==> src/shared/rspl_map.svh <==
`ifndef RSPL_MAP_SVH
`define RSPL_MAP_SVH
// ***************************************************************
// Register map and reset values
// ***************************************************************
`define RSPL_SUPPLY_CFG_ADDR    16'h4134
`define RSPL_SUPPLY_CFG_RESET   8'hc1
`define RSPL_SUPPLY_CFG_DYNAMIC 8'h41
`define RSPL_FIXED_ADDR         16'h4135
`define RSPL_STATUS_ADDR        16'h4136
`define RSPL_FIXED_RESET        4'h0
`define RSPL_STAT_SELF_BIT      0
`define RSPL_STAT_DYN_BIT       1
`define RSPL_STAT_READY_BIT     2
`define RSPL_CFG_CYCLES         4'h4
`endif

==> src/shared/rspl_pkg.sv <==
package rspl_pkg;
   typedef enum logic [3:0]
   {
      RSPL_STANDBY = 4'h1,
      RSPL_LATCH   = 4'h2,
      RSPL_CONFIG  = 4'h4,
      RSPL_RUN     = 4'h8
   } rspl_state_t;
   typedef logic [7:0] rspl_byte_t;
endpackage

==> src/rspl_strap_hold.sv <==
`timescale 1ns/1ps
`include "rspl_map.svh"
// Strap holding register: loads all straps together in one cycle.
module rspl_strap_hold #(
   parameter int W = 8
)(
   input  wire logic         mclk,
   input  wire logic         rst,
   input  wire logic         ce,
   input  wire logic         clear,
   input  wire logic         load,
   input  wire logic [W-1:0] din,
   output logic      [W-1:0] dout
);
   always_ff @(posedge mclk or posedge rst)
   begin
      if (rst)
         dout <= '0;
      else if (ce)
      begin
         if (clear)
            dout <= '0;
         else if (load)
            dout <= din;
      end
   end
endmodule

==> src/rspl_reset_latch.sv <==
`timescale 1ns/1ps
`include "rspl_map.svh"
// How it works
// Self-power sense sampled in config state right after reset release; picks power mode.
// After config the sampled self-power value holds until reset, unless dynamic enabled.
// Controller writes 0x41 to register 0x4134 to enable dynamic switching.
// Switch control register resets to 0xc1, meaning static latching.
// Controller may write the register over the register port.
// With self-power sense in use, fixed-port straps are ignored.
// Controller then sets fixed-port state in internal registers.
// All straps captured at power-on reset and every chip reset rising edge.
// 3.3V regulator enable follows chip reset: on when high, off when low.
// While chip reset is low no configuration is kept.
// Chip reset release synchronised so all straps latch in one cycle.
module rspl_reset_latch #(
   parameter int STRAP_W = 8,
   parameter int PORTS   = 4
)(
   input  wire logic               mclk,
   input  wire logic               rst,
   input  wire logic               ce,
   input  wire logic               chip_reset_n,
   input  wire logic [STRAP_W-1:0] strap_in,
   input  wire logic [1:0]         fixed_port_straps,
   input  wire logic               self_power_sense,
   input  wire logic               sense_in_use,
   input  wire logic               reg_wr,
   input  wire logic               reg_rd,
   input  wire logic [15:0]        reg_addr,
   input  wire rspl_pkg::rspl_byte_t reg_wdata,
   output rspl_pkg::rspl_byte_t    reg_rdata,
   output logic                    reg_ack,
   output logic [STRAP_W-1:0]      strap_latched,
   output logic [PORTS-1:0]        fixed_ports,
   output logic                    self_powered,
   output logic                    config_done,
   output logic                    reg33_en
);
   import rspl_pkg::*;
   rspl_state_t      state;
   logic             sync1, sync2, sync3;
   logic [3:0]       cfg_cnt;
   rspl_byte_t       local_supply_switch_cfg;
   logic [PORTS-1:0] fixed_port_reg;
   logic             dynamic_on;
   logic             latch_pulse;
   logic [1:0]       fixed_latched;

   function automatic logic hit(input logic [15:0] a, input logic [15:0] b);
      return a == b;
   endfunction

   // ***************************************************************
   // Reset release synchroniser
   // ***************************************************************
   always_ff @(posedge mclk or posedge rst)
   begin
      if (rst)
      begin
         sync1 <= 1'b0;
         sync2 <= 1'b0;
         sync3 <= 1'b0;
      end
      else if (ce)
      begin
         sync1 <= chip_reset_n;
         sync2 <= sync1;
         sync3 <= sync2;
      end
   end

   assign latch_pulse = sync2 & ~sync3;
   // The regulator follows the pin directly so it can power up the core itself.
   assign reg33_en    = chip_reset_n;

   // ***************************************************************
   // Sequencer
   // ***************************************************************
   always_ff @(posedge mclk or posedge rst)
   begin
      if (rst)
      begin
         state   <= RSPL_LATCH;
         cfg_cnt <= 4'h0;
      end
      else if (ce)
      begin
         case (state)
            RSPL_STANDBY:
               if (latch_pulse)
                  state <= RSPL_LATCH;
            RSPL_LATCH:
            begin
               state   <= RSPL_CONFIG;
               cfg_cnt <= 4'h0;
            end
            RSPL_CONFIG:
               if (cfg_cnt == `RSPL_CFG_CYCLES - 4'h1)
                  state <= RSPL_RUN;
               else
                  cfg_cnt <= cfg_cnt + 4'h1;
            RSPL_RUN:
               ;
            default:
               state <= RSPL_STANDBY;
         endcase
         if (!sync2)
            state <= RSPL_STANDBY;
      end
   end

   assign config_done = (state == RSPL_RUN);

   rspl_strap_hold #(.W(STRAP_W)) u_hold (
      .mclk  (mclk),
      .rst   (rst),
      .ce    (ce),
      .clear (!sync2),
      .load  (state == RSPL_LATCH),
      .din   (strap_in),
      .dout  (strap_latched)
   );

   // ***************************************************************
   // Power source and fixed ports
   // ***************************************************************
   assign dynamic_on = (local_supply_switch_cfg == `RSPL_SUPPLY_CFG_DYNAMIC);

   always_ff @(posedge mclk or posedge rst)
   begin
      if (rst)
         self_powered <= 1'b0;
      else if (ce)
      begin
         if (!sync2)
            self_powered <= 1'b0;
         else if (state == RSPL_CONFIG && cfg_cnt == 4'h0)
            self_powered <= self_power_sense;
         else if (state == RSPL_RUN && dynamic_on)
            self_powered <= self_power_sense;
      end
   end

   always_ff @(posedge mclk or posedge rst)
   begin
      if (rst)
         fixed_ports <= '0;
      else if (ce)
      begin
         if (sense_in_use)
            fixed_ports <= fixed_port_reg;
         else
            fixed_ports <= {{(PORTS-2){1'b0}}, fixed_latched};
      end
   end

   always_ff @(posedge mclk or posedge rst)
   begin
      if (rst)
         fixed_latched <= 2'b00;
      else if (ce)
      begin
         if (!sync2)
            fixed_latched <= 2'b00;
         else if (state == RSPL_LATCH)
            fixed_latched <= fixed_port_straps;
      end
   end

   // ***************************************************************
   // Registers
   // ***************************************************************
   always_ff @(posedge mclk or posedge rst)
   begin
      if (rst)
      begin
         local_supply_switch_cfg <= `RSPL_SUPPLY_CFG_RESET;
         fixed_port_reg          <= PORTS'(`RSPL_FIXED_RESET);
      end
      else if (ce)
      begin
         if (!sync2)
         begin
            local_supply_switch_cfg <= `RSPL_SUPPLY_CFG_RESET;
            fixed_port_reg          <= PORTS'(`RSPL_FIXED_RESET);
         end
         else if (reg_wr && config_done)
         begin
            if (hit(reg_addr, `RSPL_SUPPLY_CFG_ADDR))
               local_supply_switch_cfg <= reg_wdata;
            if (hit(reg_addr, `RSPL_FIXED_ADDR))
               fixed_port_reg <= reg_wdata[PORTS-1:0];
         end
      end
   end

   always_ff @(posedge mclk or posedge rst)
   begin
      if (rst)
      begin
         reg_rdata <= 8'h00;
         reg_ack   <= 1'b0;
      end
      else if (ce)
      begin
         // Writes before configuration ends are dropped, as the core is not stable yet.
         reg_ack <= (reg_wr | reg_rd) & config_done;
         if (reg_rd && hit(reg_addr, `RSPL_SUPPLY_CFG_ADDR))
            reg_rdata <= local_supply_switch_cfg;
         else if (reg_rd && hit(reg_addr, `RSPL_FIXED_ADDR))
            reg_rdata <= {{(8-PORTS){1'b0}}, fixed_port_reg};
         else if (reg_rd && hit(reg_addr, `RSPL_STATUS_ADDR))
            reg_rdata <= {5'h00, config_done, dynamic_on, self_powered};
         else if (reg_rd)
            reg_rdata <= 8'h00;
      end
   end

   // ***************************************************************
   // Checks
   // ***************************************************************
   sample_after_release_a: assert property (@(posedge mclk) disable iff (rst)
      (ce && state == RSPL_CONFIG && cfg_cnt == 4'h0 && sync2) |=> self_powered == $past(self_power_sense))
      else $error("Self-power sense not sampled in config.");
   static_hold_a: assert property (@(posedge mclk) disable iff (rst)
      (state == RSPL_RUN && !dynamic_on && !$past(dynamic_on) && sync2 && $past(state == RSPL_RUN))
      |-> $stable(self_powered))
      else $error("Self-power value changed while static.");
   cfg_default_a: assert property (@(posedge mclk) disable iff (rst)
      (!$past(sync2) && $past(ce)) |-> local_supply_switch_cfg == 8'hc1)
      else $error("Switch register not at default.");
   fixed_ignore_a: assert property (@(posedge mclk) disable iff (rst)
      (ce && sense_in_use) |=> fixed_ports == $past(fixed_port_reg))
      else $error("Fixed-port straps used with sense active.");
   strap_capture_a: assert property (@(posedge mclk) disable iff (rst)
      (ce && state == RSPL_LATCH && sync2) |=> strap_latched == $past(strap_in))
      else $error("Straps not captured.");
   regulator_pin_a: assert property (@(posedge mclk) disable iff (rst)
      reg33_en == chip_reset_n)
      else $error("Regulator enable not following reset pin.");
   standby_clear_a: assert property (@(posedge mclk) disable iff (rst)
      (ce && !sync2) |=> (state == RSPL_STANDBY && !self_powered && strap_latched == '0))
      else $error("Configuration kept in standby.");
   sync_latch_a: assert property (@(posedge mclk) disable iff (rst)
      (ce && latch_pulse && state == RSPL_STANDBY) |=> state == RSPL_LATCH)
      else $error("Latch not following synchronised release.");
endmodule

==> config.mk <==
export PLATFORM = sky130hd
export DESIGN_NAME = rspl_reset_latch
export DESIGN_NICKNAME = d
export VERILOG_FILES = /design/src/shared/rspl_pkg.sv /design/src/rspl_strap_hold.sv /design/src/rspl_reset_latch.sv
export VERILOG_INCLUDE_DIRS = /design/src /design/src/shared
export SDC_FILE = /design/constraint.sdc
export NUM_CORES = 1
export LEC_CHECK = 0
export BUFFER_PORTS_ARGS = -buffer_cell sky130_fd_sc_hd__buf_2
export CORE_MARGIN = 2
export CORE_UTILIZATION = 45
export CTS_BUF_LIST = sky130_fd_sc_hd__clkbuf_16
export DETAILED_ROUTE_END_ITERATION = 10
export GPL_TIMING_DRIVEN = 0
export MAX_ROUTING_LAYER = met4
export PLACE_DENSITY_LB_ADDON = 0.15
export SLEW_MARGIN = 20
export SYNTH_ARGS = -nofsm -noshare
export SYNTH_HDL_FRONTEND = slang
export SYNTH_SLANG_ARGS = --single-unit
==> constraint.sdc <==
create_clock -name mclk -period 2.04 [get_ports mclk]
set_input_delay 0.612 -clock mclk [delete_from_list [all_inputs] [get_ports mclk]]
set_output_delay 0.612 -clock mclk [all_outputs]
set_load 0.03 [all_outputs]
==> impl_metrics.py <==
metrics = {
    "outcome": {
        "status": "complete, no violations",
    },
    "worst_setup_path": {
        "critPathMaxFanout": 6,
        "critPathLaunchType": "input pin",
        "required_ns": 2.21,
        "critPathKind": "in -> reg",
        "cp.arrival_ns": 2.13,
        "critPathCaptureType": "flip-flop",
    },
    "timing": {
        "drv_slew": 0,
        "min_period_ns": 1.96,
        "holdWs_ns": 0.331,
        "final.setup.worst_slack_ns": 0.0778,
        "slew_headroom_pct": 64.2,
        "hold_viol": 0,
        "rsz0062_at_grt": "false",
        "tns_ns": 0,
        "finalSetupViolCount": 0,
        "fin_crit_sh_pct": 96.2,
        "tightest_slew_ns": 0.531,
        "fmax_mhz": 510,
        "finalClockSkew_ns": 0.00322,
    },
    "power": {
        "clkPwrFrac_pct": 36.3,
        "ir_worst_vdd_uv": 646,
        "combPwrFrac_pct": 16.6,
        "p_int_mw": 1.74,
        "swShare_pct": 28.0,
        "seqPwrFrac_pct": 47.0,
        "p_sw_uw": 675,
        "leakage_nw": 1.38,
        "power.density_mw_per_mm2": 820,
    },
    "synth": {
        "synth_nets": 266,
        "synth_area_sq_mm": 0.00228,
        "synth_cell_type_count": 49,
        "yosys_warnings": 0,
        "yosysMostFrequentCell": "dfrtp_1",
        "synth-main-ff-cell": "dfrtp_1",
        "synth_top_area_share_pct": 47.3,
        "synth_cells": 222,
        "synth_seq_cells": 47,
        "synth_top_cell_by_area": "dfrtp_1",
        "async_flop_share_pct": 100,
        "synth.area.top_cells": "dfrtp_1 (47%), a22o_1 (7.7%), dfstp_2 (4.6%)",
        "ys_top_cells_by_count": "dfrtp_1 (43), a22o_1 (20), inv_1 (18), nand2_1 (16), o21ai_0 (15)",
        "syn_area_per_cell_sq_um": 10.3,
        "synth_seq_area_share_pct": 51.9,
        "synth_edf_count": 0,
    },
    "drt": {
        "drt-initial-drc-count": 69,
        "ant_nets": 0,
        "firstDrtPassIters": 4,
        "drc_errors": 0,
        "wl_per_cell_um": 15.2,
        "drt_wl_total_um": 5500,
        "viasPerCell": 5.55,
        "num_vias": 2016,
    },
    "floorplan": {
        "design.die.area_sq_mm": 0.00564,
        "die_w_um": 75.1,
        "start_util_pct": 47.6,
        "coreArea_sq_mm": 0.00479,
        "rows": 25,
        "ios": 66,
        "die_h_um": 75.1,
    },
    "finish": {
        "area_growth_pct": 29.2,
        "layout-drive-gt1-share_pct": 33.8,
        "diodes": 0,
        "filler_cell_count": 435,
        "multiInputGateArea_sq_mm": 0.00103,
        "finalNetCount": 340,
        "final_core_util_pct": 61.5,
        "area.sequential_sq_mm": 0.00118,
        "reg.largest.list": "local_supply_switch_cfg (8), reg_rdata (8), u_hold.dout (8)",
    },
    "grt": {
        "grt_overflow_total": 0,
        "antenna_found_initial": 0,
        "grt_pass1_wl_um": 8750,
        "grt_max_degree": 28,
        "grt_pass1_vias": 1852,
        "track_usage_pct": 21.3,
    },
    "job": {
        "drv_cap": 0,
    },
    "clock_tree": {
        "htree_num_levels": 2,
        "clock_path_buffers": 2,
        "cts.clk_slew.worst_paths_ns": 0.06,
        "cts_sinks": 47,
        "cts-root-buf": "clkbuf_16",
        "insertion_delay_ns": 0.28,
        "cts_tree": "built",
        "cts_buffers": 5,
        "cts_hold_buf": 0,
    },
    "placed_design": {
        "portBuffers": 65,
        "post-place-ws_ns": -0.538,
        "dp_hpwl_um": 4050,
        "gp_congestion": 0.883,
    },
    "min_path": {
        "hp-class": "in -> async",
    },
}
cells by family (layout without fill, tap and decap cells):
group           after synthesis  in the layout  share of synthesized area, %
compound gates               69             69                          21.6
flops                        47             47                          51.9
simple gates                 72             72                          18.7
fa+ha+maj                     2              2                          1.10
mux                           4              4                          1.81
buf+inv                      28            102                          4.84
power groups by stage:
stage | sequential [mW] | combinational, mW | clock (mW)
2_1_floorplan | 1.12 | 0.271 | 0
3_3_place_gp | 1.09 | 0.436 | 0
3_5_place_dp | 1.09 | 0.450 | 0
4_1_cts | 1.08 | 0.465 | 0.895
5_1_grt | 1.15 | 0.452 | 0.933
6_report | 1.14 | 0.401 | 0.877
critical path: stages:
cell and delay [ns]:
buf_2 0.09, or4_4 0.55, nor4_4 0.14, buf_4 0.18
and4_4 0.25, o21ai_2 0.08, a22o_1 0.23
final timing paths:
path	from	end	slack (ns)	cells after the start
min in group mclk	sync1$_DFFE_PP0P_	sync2$_DFFE_PP0P_	0.49	2
max	reg_addr[10]	fixed_port_reg[1]$_DFFE_PP0P_	0.08	7
max reg2reg	state[0]$_DFFE_PP0P_	self_powered$_DFFE_PP0P_	0.11	5
max in group asynchronous	rst	local_supply_switch_cfg[0]$_DFFE_PP1P_	1.14	3
min	rst	u_hold.dout[1]$_DFFE_PP0P_	0.33	2
min reg2reg	sync1$_DFFE_PP0P_	sync2$_DFFE_PP0P_	0.49	2
layout by cell type (no fill, tap or decap), types with 4 or more instances in the layout:
cell type and n:
a21oi_1 11, a22o_1 20, a22oi_1 4, a32oi_1 4
buf_2 63, buf_4 6, clkbuf_1 4, clkbuf_16 5
dfrtp_1 43, dfstp_2 4, inv_1 18, nand2_1 15
nand3_1 13, nor2_1 8, nor3_1 6, o21ai_0 12
o221ai_1 4
layout make-up:
cell class              count  share of cell area [%]
flip-flops and latches     47                    40.2
multi-input cells         147                    34.9
repair buffers             70                    13.1
clock buffers               5                    4.25
well taps                  67                    2.85
inverters                  18                    2.30
plain buffers               7                    1.32
clock inverters             2                    1.15
routing by layer:
metal / wire, um / up-vias / global-route usage [%] / part of all wire (%)
met2: 2510 / 61 / 32.0 / 46
li1: - / 978 / - / -
met1: 2610 / 970 / 30.3 / 47
met3: 330 / 7 / 4.15 / 6.0
met5: 0 / - / - / 0
met4: 52 / 0 / 4.56 / 0.95
what timing repair did:
item / 4_1_cts / 5_1_grt
hold endpoints to repair: 0 / 0
setup endpoints to repair: 31 / 28
gates resized for setup: 7 / 4
cloned: 0 / 0
pin swaps: 5 / 6
setup buffers: 3 / 1
stage by stage:
step | std cells | total power [mW] | instance area (sq um)
floorplan | 222 | 1.39 | 2290
global placement | 354 | 1.53 | 2700
detailed placement | 355 | 1.54 | 2720
CTS | 365 | 2.44 | 2930
global route | 363 | 2.54 | 2940
finish | 363 | 2.41 | 2940
No activity file was read; power rests on OpenSTA's default activity.
